[config.mk]
export PLATFORM = sky130hd
export DESIGN_NAME = nibble_exec_core
export DESIGN_NICKNAME = d
export VERILOG_FILES = /design/src/include/nibble_exec_pkg.sv /design/src/design/nibble_adder.sv /design/src/design/nibble_exec_core.sv
export SDC_FILE = /design/constraint.sdc
export NUM_CORES = 1
export LEC_CHECK = 0
export BUFFER_PORTS_ARGS = -buffer_cell sky130_fd_sc_hd__buf_2
export CORE_ASPECT_RATIO = 1.2
export CORE_MARGIN = 4
export CORE_UTILIZATION = 60
export CTS_CLUSTER_DIAMETER = 100
export DETAILED_ROUTE_END_ITERATION = 8
export PLACE_DENSITY = 0.81
export RECOVER_POWER = 50
export SLEW_MARGIN = 5
export SYNTH_ARGS = -nofsm -noshare
export SYNTH_HDL_FRONTEND = slang
export SYNTH_SLANG_ARGS = --single-unit
[constraint.sdc]
create_clock -name clock -period 21.5 [get_ports clock]
set_clock_uncertainty 0.15 [all_clocks]
set_input_delay 4.3 -clock clock [delete_from_list [all_inputs] [get_ports clock]]
set_output_delay 4.3 -clock clock [all_outputs]
set_load 0.005 [all_outputs]
[src/include/nibble_exec_pkg.sv]
// Shared constants for the nibble instruction execute core.
// Assumes one synchronous clock domain; opcode patterns are casez items.
package nibble_exec_pkg;

   // Data path widths
   localparam int NIBBLE_W = 4;
   localparam int BYTE_W   = 8;
   localparam int DADDR_W  = 6;
   localparam int HIGH_W   = 2;

   // Values after reset
   localparam logic [3:0] ACC_RESET   = 4'h0;
   localparam logic [1:0] HIGH_RESET  = 2'h0;
   localparam logic [3:0] LOW_RESET   = 4'h0;
   localparam logic       CARRY_RESET = 1'b0;

   // Nibble step and boundary values used by increments, decrements and skip tests
   localparam logic [3:0] NIB_ZERO = 4'h0;
   localparam logic [3:0] NIB_ONE  = 4'h1;
   localparam logic [3:0] NIB_FULL = 4'hF;

   // Field positions inside an opcode byte
   localparam int IMM4_MSB  = 3;
   localparam int IMM5_TOP  = 4;
   localparam int DIRECT_MSB = 5;

   // Pair pointer mode encodings
   localparam logic [1:0] PAIR_DEC  = 2'h0;
   localparam logic [1:0] PAIR_INC  = 2'h1;
   localparam logic [1:0] PAIR_HOLD = 2'h2;

   // Opcode patterns, first byte
   localparam logic [7:0] OP_LOAD_ACC_IMM    = 8'b0001????;
   localparam logic [7:0] OP_LOAD_HIGH_IMM   = 8'b001010??;
   localparam logic [7:0] OP_LOAD_ACC_MEM    = 8'b010100??;
   localparam logic [7:0] OP_LOAD_PAIR_IMM   = 8'b110?????;
   localparam logic [7:0] OP_WRITE_ACC_MEM   = 8'h57;
   localparam logic [7:0] OP_STORE_IMM_INC   = 8'b0100????;
   localparam logic [7:0] OP_SWAP_ACC_LOW    = 8'h7B;
   localparam logic [7:0] OP_SWAP_ACC_MEM    = 8'b010101??;
   localparam logic [7:0] OP_ADD_IMM_SKIP    = 8'b0000????;
   localparam logic [7:0] OP_ADD_MEM_SKIP    = 8'h7D;
   localparam logic [7:0] OP_ADD_MEM_CARRY   = 8'h7C;
   localparam logic [7:0] OP_XOR_ACC_MEM     = 8'h7E;
   localparam logic [7:0] OP_INVERT_ACC      = 8'h7F;
   localparam logic [7:0] OP_CLEAR_CARRY     = 8'h78;
   localparam logic [7:0] OP_SET_CARRY       = 8'h79;
   localparam logic [7:0] OP_INC_LOW_SKIP    = 8'h59;
   localparam logic [7:0] OP_DEC_LOW_SKIP    = 8'h58;
   localparam logic [7:0] OP_CLEAR_MEM_BIT   = 8'b011010??;
   localparam logic [7:0] OP_SET_MEM_BIT     = 8'b011011??;
   localparam logic [7:0] OP_INC_DIRECT_SKIP = 8'h3D;
   localparam logic [7:0] OP_DEC_DIRECT_SKIP = 8'h3C;

   // Other two-byte opcodes, decoded only for their length
   localparam logic [7:0] OP_LONG_JUMP  = 8'b001000??;
   localparam logic [7:0] OP_LONG_CALL  = 8'b001100??;
   localparam logic [7:0] OP_LONG_STACK = 8'h3F;

   // Fetch state
   typedef enum logic [0:0] {
      FETCH_OPCODE  = 1'b0,
      FETCH_OPERAND = 1'b1
   } fetch_state_t;

   // Kind of instruction for run detection
   typedef enum logic [1:0] {
      RUN_NONE = 2'b00,
      RUN_ACC  = 2'b01,
      RUN_PAIR = 2'b10
   } run_kind_t;

endpackage

[src/design/nibble_adder.sv]
// Four-bit adder with carry in and carry out.
// Assumes purely combinational use by the execute core.
module nibble_adder #(
   parameter int WIDTH = 4
) (
   // Operands
   input  wire logic [WIDTH-1:0] addend_a,
   input  wire logic [WIDTH-1:0] addend_b,
   input  wire logic             carry_in,
   // Result
   output logic      [WIDTH-1:0] sum,
   output logic                  carry_out
);

   logic [WIDTH:0] wide_sum;

   // One extra bit holds the carry out of the top position
   always_comb begin
      wide_sum  = {1'b0, addend_a} + {1'b0, addend_b} + {{WIDTH{1'b0}}, carry_in};
      sum       = wide_sum[WIDTH-1:0];
      carry_out = wide_sum[WIDTH];
   end

endmodule

[src/design/nibble_exec_core.sv]
// Execute core for the load, arithmetic, increment and bit instructions
// of a four-bit controller, with its own nibble data memory.
// Assumes instruction bytes arrive in program order on a valid/ready
// handshake synchronous to clock; branch and I/O opcodes run as no-ops.

// Behaviour
// - Load four-bit immediate into accumulator, runs
// - Load two-bit immediate into high register
// - Load accumulator from pair memory, skip
// - Pair mode: decrement, increment or hold low
// - Load five-bit immediate into pair, runs
// - Write accumulator to memory at pair
// - Store immediate at pair, increment low
// - Swap accumulator with low register
// - Swap accumulator with pair memory, skip
// - Add immediate to accumulator, skip carry
// - Add memory to accumulator, skip carry
// - Xor, invert, clear and set carry
// - Increment low register, skip at zero
// - Increment direct memory, skip at zero
// - Direct memory operand is six bits
// - Decrement low register, skip at full
// - Decrement direct memory, skip at full
// - Clear selected bit of pair memory
// - Set selected bit of pair memory
module nibble_exec_core #(
   parameter int DATA_W  = 4,
   parameter int ADDR_W  = 6,
   parameter int DEPTH   = 64
) (
   // Clock, reset and enable
   input  wire logic              clock,
   input  wire logic              reset,
   input  wire logic              clock_enable,
   // Instruction bytes from program memory
   input  wire logic              byte_valid,
   input  wire logic [7:0]        byte_data,
   output logic                   byte_ready,
   // Visible processor state
   output logic [DATA_W-1:0]      acc,
   output logic [1:0]             high,
   output logic [DATA_W-1:0]      low,
   output logic                   carry,
   output logic                   skip_pending,
   // Completion pulses
   output logic                   exec_done,
   output logic                   skip_done
);

   // Registers
   nibble_exec_pkg::fetch_state_t state_reg;
   nibble_exec_pkg::run_kind_t    run_kind_reg;
   logic [DATA_W-1:0]             acc_reg;
   logic [1:0]                    high_reg;
   logic [DATA_W-1:0]             low_reg;
   logic                          carry_reg;
   logic                          skip_reg;
   logic                          hold_suppress_reg;
   logic [7:0]                    hold_op_reg;
   logic                          ready_reg;
   logic                          exec_done_reg;
   logic                          skip_done_reg;
   logic [DATA_W-1:0]             data_mem [DEPTH];

   // Decode and execute results
   nibble_exec_pkg::run_kind_t    run_kind_now;
   logic                          take;
   logic                          two_byte;
   logic                          finish;
   logic                          suppress;
   logic [7:0]                    op;
   logic [ADDR_W-1:0]             rd_addr;
   logic [DATA_W-1:0]             rd_data;
   logic [DATA_W-1:0]             add_b;
   logic                          add_cin;
   logic [DATA_W-1:0]             add_sum;
   logic                          add_cout;
   logic [DATA_W-1:0]             acc_next;
   logic [1:0]                    high_next;
   logic [DATA_W-1:0]             low_next;
   logic                          carry_next;
   logic                          cond_next;
   logic                          mem_we;
   logic [DATA_W-1:0]             mem_wdata;
   logic [DATA_W-1:0]             pair_low;
   logic                          pair_cond;
   logic [DATA_W-1:0]             direct_val;

   // A byte is taken only while enabled and ready
   assign take = clock_enable && ready_reg && byte_valid;

   // Opcode in force: held first byte while the operand arrives
   assign op = (state_reg == nibble_exec_pkg::FETCH_OPERAND) ? hold_op_reg : byte_data;

   // Length decode also covers opcodes this core leaves alone
   always_comb begin
      casez (byte_data)
         nibble_exec_pkg::OP_INC_DIRECT_SKIP,
         nibble_exec_pkg::OP_DEC_DIRECT_SKIP,
         nibble_exec_pkg::OP_LONG_STACK,
         nibble_exec_pkg::OP_LONG_JUMP,
         nibble_exec_pkg::OP_LONG_CALL: two_byte = 1'b1;
         default:                       two_byte = 1'b0;
      endcase
   end

   // Only immediate accumulator and pair loads form runs
   always_comb begin
      casez (byte_data)
         nibble_exec_pkg::OP_LOAD_ACC_IMM:  run_kind_now = nibble_exec_pkg::RUN_ACC;
         nibble_exec_pkg::OP_LOAD_PAIR_IMM: run_kind_now = nibble_exec_pkg::RUN_PAIR;
         default:                           run_kind_now = nibble_exec_pkg::RUN_NONE;
      endcase
   end

   // Instruction completes on its last byte
   assign finish = take && ((state_reg == nibble_exec_pkg::FETCH_OPERAND) || !two_byte);

   // Suppression is fixed at the opcode byte and held over the operand
   always_comb begin
      if (state_reg == nibble_exec_pkg::FETCH_OPERAND) begin
         suppress = hold_suppress_reg;
      end else begin
         suppress = skip_reg ||
                    (run_kind_now != nibble_exec_pkg::RUN_NONE && run_kind_now == run_kind_reg);
      end
   end

   // Memory is read at the pair, or at the direct operand
   always_comb begin
      if (state_reg == nibble_exec_pkg::FETCH_OPERAND) begin
         rd_addr = byte_data[nibble_exec_pkg::DIRECT_MSB:0];
      end else begin
         rd_addr = {high_reg, low_reg};
      end
   end
   assign rd_data = data_mem[rd_addr];

   // Adder operand: immediate for the immediate add, else memory
   always_comb begin
      casez (op)
         nibble_exec_pkg::OP_ADD_IMM_SKIP: add_b = op[nibble_exec_pkg::IMM4_MSB:0];
         default:                          add_b = rd_data;
      endcase
      add_cin = (op == nibble_exec_pkg::OP_ADD_MEM_CARRY) ? carry_reg : 1'b0;
   end

   nibble_adder #(
      .WIDTH     (DATA_W)
   ) adder (
      .addend_a  (acc_reg),
      .addend_b  (add_b),
      .carry_in  (add_cin),
      .sum       (add_sum),
      .carry_out (add_cout)
   );

   // Pair pointer post-update and its skip test
   always_comb begin
      case (op[1:0])
         nibble_exec_pkg::PAIR_DEC: begin
            pair_low  = low_reg - nibble_exec_pkg::NIB_ONE;
            pair_cond = (pair_low == nibble_exec_pkg::NIB_FULL);
         end
         nibble_exec_pkg::PAIR_INC: begin
            pair_low  = low_reg + nibble_exec_pkg::NIB_ONE;
            pair_cond = (pair_low == nibble_exec_pkg::NIB_ZERO);
         end
         default: begin
            pair_low  = low_reg;
            pair_cond = 1'b0;
         end
      endcase
   end

   // Direct memory step, up for increment and down otherwise
   assign direct_val = (hold_op_reg == nibble_exec_pkg::OP_INC_DIRECT_SKIP) ?
                       rd_data + nibble_exec_pkg::NIB_ONE : rd_data - nibble_exec_pkg::NIB_ONE;

   // Next state of every register for the instruction in hand
   always_comb begin
      acc_next   = acc_reg;
      high_next  = high_reg;
      low_next   = low_reg;
      carry_next = carry_reg;
      cond_next  = 1'b0;
      mem_we     = 1'b0;
      mem_wdata  = rd_data;
      if (state_reg == nibble_exec_pkg::FETCH_OPERAND) begin
         case (hold_op_reg)
            nibble_exec_pkg::OP_INC_DIRECT_SKIP: begin
               mem_we    = 1'b1;
               mem_wdata = direct_val;
               cond_next = (direct_val == nibble_exec_pkg::NIB_ZERO);
            end
            nibble_exec_pkg::OP_DEC_DIRECT_SKIP: begin
               mem_we    = 1'b1;
               mem_wdata = direct_val;
               cond_next = (direct_val == nibble_exec_pkg::NIB_FULL);
            end
            default: begin
               mem_we = 1'b0;
            end
         endcase
      end else begin
         casez (op)
            8'h53: mem_we = 1'b0; // Return shares the load pattern, left alone
            nibble_exec_pkg::OP_LOAD_ACC_IMM: begin
               acc_next = op[nibble_exec_pkg::IMM4_MSB:0];
            end
            nibble_exec_pkg::OP_LOAD_HIGH_IMM: begin
               high_next = op[1:0];
            end
            nibble_exec_pkg::OP_LOAD_ACC_MEM: begin
               acc_next  = rd_data;
               low_next  = pair_low;
               cond_next = pair_cond;
            end
            nibble_exec_pkg::OP_LOAD_PAIR_IMM: begin
               high_next = {1'b0, op[nibble_exec_pkg::IMM5_TOP]};
               low_next  = op[nibble_exec_pkg::IMM4_MSB:0];
            end
            nibble_exec_pkg::OP_WRITE_ACC_MEM: begin
               mem_we    = 1'b1;
               mem_wdata = acc_reg;
            end
            nibble_exec_pkg::OP_STORE_IMM_INC: begin
               mem_we    = 1'b1;
               mem_wdata = op[nibble_exec_pkg::IMM4_MSB:0];
               low_next  = low_reg + nibble_exec_pkg::NIB_ONE;
            end
            nibble_exec_pkg::OP_SWAP_ACC_LOW: begin
               acc_next = low_reg;
               low_next = acc_reg;
            end
            nibble_exec_pkg::OP_SWAP_ACC_MEM: begin
               acc_next  = rd_data;
               mem_we    = 1'b1;
               mem_wdata = acc_reg;
               low_next  = pair_low;
               cond_next = pair_cond;
            end
            nibble_exec_pkg::OP_ADD_IMM_SKIP,
            nibble_exec_pkg::OP_ADD_MEM_SKIP: begin
               acc_next  = add_sum;
               cond_next = add_cout;
            end
            nibble_exec_pkg::OP_ADD_MEM_CARRY: begin
               acc_next   = add_sum;
               carry_next = add_cout;
               cond_next  = add_cout;
            end
            nibble_exec_pkg::OP_XOR_ACC_MEM: begin
               acc_next = acc_reg ^ rd_data;
            end
            nibble_exec_pkg::OP_INVERT_ACC: begin
               acc_next = ~acc_reg;
            end
            nibble_exec_pkg::OP_CLEAR_CARRY: begin
               carry_next = 1'b0;
            end
            nibble_exec_pkg::OP_SET_CARRY: begin
               carry_next = 1'b1;
            end
            nibble_exec_pkg::OP_INC_LOW_SKIP: begin
               low_next  = low_reg + nibble_exec_pkg::NIB_ONE;
               cond_next = (low_next == nibble_exec_pkg::NIB_ZERO);
            end
            nibble_exec_pkg::OP_DEC_LOW_SKIP: begin
               low_next  = low_reg - nibble_exec_pkg::NIB_ONE;
               cond_next = (low_next == nibble_exec_pkg::NIB_FULL);
            end
            nibble_exec_pkg::OP_CLEAR_MEM_BIT: begin
               mem_we            = 1'b1;
               mem_wdata[op[1:0]] = 1'b0;
            end
            nibble_exec_pkg::OP_SET_MEM_BIT: begin
               mem_we            = 1'b1;
               mem_wdata[op[1:0]] = 1'b1;
            end
            default: begin
               mem_we = 1'b0;
            end
         endcase
      end
   end

   // Fetch sequencing; ready is low from reset until the first enabled clock after it
   always_ff @(posedge clock) begin
      if (reset) begin
         state_reg         <= nibble_exec_pkg::FETCH_OPCODE;
         hold_op_reg       <= 8'h00;
         hold_suppress_reg <= 1'b0;
         ready_reg         <= 1'b0;
      end else if (clock_enable) begin
         ready_reg <= 1'b1;
         if (take && state_reg == nibble_exec_pkg::FETCH_OPCODE && two_byte) begin
            state_reg         <= nibble_exec_pkg::FETCH_OPERAND;
            hold_op_reg       <= byte_data;
            hold_suppress_reg <= suppress;
         end else if (finish) begin
            state_reg <= nibble_exec_pkg::FETCH_OPCODE;
         end
      end
   end

   // Run kind follows every opcode, executed or not, so a run stays a run
   always_ff @(posedge clock) begin
      if (reset) begin
         run_kind_reg <= nibble_exec_pkg::RUN_NONE;
      end else if (clock_enable && take && state_reg == nibble_exec_pkg::FETCH_OPCODE) begin
         run_kind_reg <= run_kind_now;
      end
   end

   // Architectural registers change only for an instruction not suppressed
   always_ff @(posedge clock) begin
      if (reset) begin
         acc_reg   <= nibble_exec_pkg::ACC_RESET;
         high_reg  <= nibble_exec_pkg::HIGH_RESET;
         low_reg   <= nibble_exec_pkg::LOW_RESET;
         carry_reg <= nibble_exec_pkg::CARRY_RESET;
      end else if (clock_enable && finish && !suppress) begin
         acc_reg   <= acc_next;
         high_reg  <= high_next;
         low_reg   <= low_next;
         carry_reg <= carry_next;
      end
   end

   // A suppressed instruction raises no new skip of its own
   always_ff @(posedge clock) begin
      if (reset) begin
         skip_reg <= 1'b0;
      end else if (clock_enable && finish) begin
         skip_reg <= !suppress && cond_next;
      end
   end

   // Data memory keeps its contents through reset
   always_ff @(posedge clock) begin
      if (clock_enable && finish && !suppress && mem_we) begin
         data_mem[rd_addr] <= mem_wdata;
      end
   end

   // One-cycle completion pulses
   always_ff @(posedge clock) begin
      if (reset) begin
         exec_done_reg <= 1'b0;
         skip_done_reg <= 1'b0;
      end else if (clock_enable) begin
         exec_done_reg <= finish && !suppress;
         skip_done_reg <= finish && suppress;
      end
   end

   // Outputs straight from registers
   assign byte_ready   = ready_reg;
   assign acc          = acc_reg;
   assign high         = high_reg;
   assign low          = low_reg;
   assign carry        = carry_reg;
   assign skip_pending = skip_reg;
   assign exec_done    = exec_done_reg;
   assign skip_done    = skip_done_reg;

endmodule

==> out/metrics.yaml <==
run_status:
  status: "finished with violations"
  failed_checks: "capacitance limit, slew limit"
drt:
  drt-pass1-iter-count: 8
  wire_per_inst_um: 26.4
  drt_iter0_drc: 1418
  wirelength_um: 38200
  vias: 10200
  vias_per_cell: 7.04
  drt.antenna.violating_nets: 0
  drc: 0
timing:
  relSlewSlack: -0.466
  finalSetupViolations: 0
  period_needed_ns: 9.41
  fin_crit_sh: 0.438
  worst_pin_slew_ns: 2.14
  hold_viol: 0
  totalNegativeSetupSlack_ns: 0
  rsz0062_at_grt: "no"
  finalMaxSlewViolations: 42
  fmax_mhz: 106
flow_run:
  cap_violations: 2
min_path:
  hold_path.class: "reg2reg"
  min_from: "exec_done"
  hold_end: "exec_done"
  holdPathStages: 2
place:
  dp_hpwl_um: 24500
  gp_congestion: 0.969
  portBuffers: 26
  dp.cells: 1401
floorplan:
  rows: 60
  die_x_um: 146
  initial_core_util: 0.609
  dieArea_um2: 25200
  die_y_um: 173
  core_area_um2: 22400
  pin_count: 27
cells_and_area:
  finalNetCount: 1177
  fin_cells: 1449
  fillCellCount: 1597
  layout-drive-gt1-share: 0.105
  syn_to_final_growth_pct: 7.42
  fin_util: 0.654
  largest_register_ffs: 256
  n_antenna_cell: 0
critical_path:
  path_buf_inv: 2
  rr_endpoint: "data_mem[16][1]"
  path_class: "in2reg"
  path_cells: "clkbuf_1, mux2_4, nor2_1, a221o_1, a222oi_1, o22ai_1, or4_1, ha_1, nand2_1, nor4_1, a31oi_2, xor2_1, nand3_1, a31oi_4, buf_4"
  cp_slowest_cell: "mux2_4"
  critPathLaunchType: "primary input"
  cp.required_ns: 21.60
  r2r_slack_ns: 15.16
  cp_slowest_stage_delay_ns: 0.83
  reg2regPathDepth: 10
  cp_top_family: "simple AND/OR/NAND/NOR gates"
  arrival_ns: 9.51
  crit_path_end_kind: "register"
  r2r_start: "state_reg"
  crit_fanout: 65
clock_network:
  cts-resized-gates: 0
  clkLatencyLatePin_ns: 0.55
  path_clk_slew_ns: 0.07
  cts_tree: "done"
  postCtsHoldBufs: 0
  root_buffer: "clkbuf_16"
  cts_setup_buffers: 0
  cts_buffers: 27
  cts-htree-levels: 1
  cts_buffer_depth: 3
  clock_sinks: 283
yosys:
  yosysMostFrequentCell: "edfxtp_1"
  synth_edf_count: 256
  synth_top_family_by_area: "compound AO/OA/AOI/OAI gates"
  synthSimpleGateAreaFrac: 0.140
  ys_seq_area_frac: 0.604
  synth_xor_area_frac: 0.00643
  synth_ff_type: "edfxtp_1"
  syn_inst: 1151
  synth_top_area_share: 0.564
  yosys.area.top_type: "edfxtp_1"
  ys_seq_elements: 283
  synth_compound_area_frac: 0.142
  syn-num-nets: 1177
  syn_area_um2: 13600
  postSynthAreaPerCell_um2: 11.8
  netlist_top_cells_count: "edfxtp_1, nor2_1, nand2_1"
  yosys_warnings: 0
  ys_types: 87
  netlist_top_cells_area: "edfxtp_1, dfxtp_1, nor2_1, nand2_1, mux2i_1"
  yosys-mux-area-fraction: 0.0591
  synthArstFlopShare: 0
  synth-adder-area-share: 0.0145
power_and_ir_drop:
  p_per_area_nw_per_um2: 75.1
  p_leak_uw: 0.00467
  vdd_drop_max_v: 0.0000762
grt:
  grt_pass1_vias: 9839
  grt_start_max_net_pins: 66
  antenna_found_initial: 0
  overflow: 0
  grt_usage: 0.296
  grt_pass1_wl_um: 58100
[worst max-delay path by stage]
| stage | to | depth (start not counted) | startpoint | slack, ns |
|---|---|---|---|---|
| floorplan | data_mem[0][3] | 16 | byte_data[2] | 11.37 |
| global placement | data_mem[42][3] | 15 | byte_data[1] | 12.05 |
| detailed placement | data_mem[42][3] | 17 | byte_data[0] | 11.90 |
| CTS | data_mem[63][3] | 17 | byte_data[0] | 12.41 |
| global route | data_mem[63][3] | 15 | byte_data[1] | 11.86 |
| finish | data_mem[0][3] | 15 | byte_data[1] | 12.09 |
[power breakdown]
part           leakage [uW]  internal (uW)  switching (uW)  total, uW
Clock              0.000376            231             207        438
Combinational       0.00177           13.5            39.6       53.1
Sequential          0.00252            608           0.744        609
Total               0.00467            852             247       1100
[logic make-up after synthesis]
family,count (synthesis)
AOI/OAI and AO/OA,281
xor gates and xnor gates,10
adders and majority gates,14
buffers and inverters,92
DFF,283
muxes,67
and+or+nand+nor,404
[layout by cell type (no fill, tap or decap), drive strengths merged, types with 7 or more instances in the layout]
cell    instances
mux2           16
edfxtp        256
buf            31
nor4           12
a22oi          13
dfxtp          27
nand3          37
nor3           33
clkinv         10
o31ai           9
a21oi          78
a21o            9
a32oi           8
clkbuf         41
inv            23
a211oi         11
a31oi          13
or3             8
mux2i          45
nand2         116
o22ai          14
ha             11
and2            8
o21ai          52
a221oi          7
nand3b         10
nor2          134
[cell type report]
| cell class | instances | area (um2) | area share |
|---|---|---|---|
| Clock buffer | 30 | 687 | 0.0469 |
| Inverter | 21 | 78.8 | 0.00539 |
| Sequential cell | 283 | 8230 | 0.562 |
| Timing Repair Buffer | 42 | 236 | 0.0162 |
| Clock inverter | 18 | 108 | 0.00735 |
| Multi-Input combinational cell | 776 | 4950 | 0.338 |
| Tap cell | 279 | 349 | 0.0239 |
[worst register-to-register path, cell delays in order (launching register included)]
cell	delay (ns)
dfxtp_2	0.32
buf_4	0.56
mux2_2	0.49
a2111oi_0	1.74
nand2_2	0.40
nor2_1	0.50
nor4_1	0.10
or3_1	0.44
nor2_1	0.25
nand2_1	0.49
nor2_1	0.54
[routing by layer]
layer / GRT usage / routed length (um) / part of all wire / vias up
met3: 0.0626 / 4490 / 0.12 / 188
met4: 0.155 / 2570 / 0.067 / 0
met2: 0.486 / 18000 / 0.47 / 821
met1: 0.371 / 13100 / 0.34 / 4782
li1: - / - / - / 4404
met5: 0 / 0 / 0 / -
[per-stage QoR]
stage	instance area (um2)	hold WS [ns]	power (uW)	setup slack, ns
after floorplan	13600	0.309	654	11.37
after global placement	13900	0.318	672	12.05
after detailed placement	13900	0.328	673	11.90
after CTS	14700	0.338	1100	12.41
after global routing	14600	0.369	1130	11.86
final	14600	0.331	1100	12.09
No activity file was read; power rests on OpenSTA's default activity.
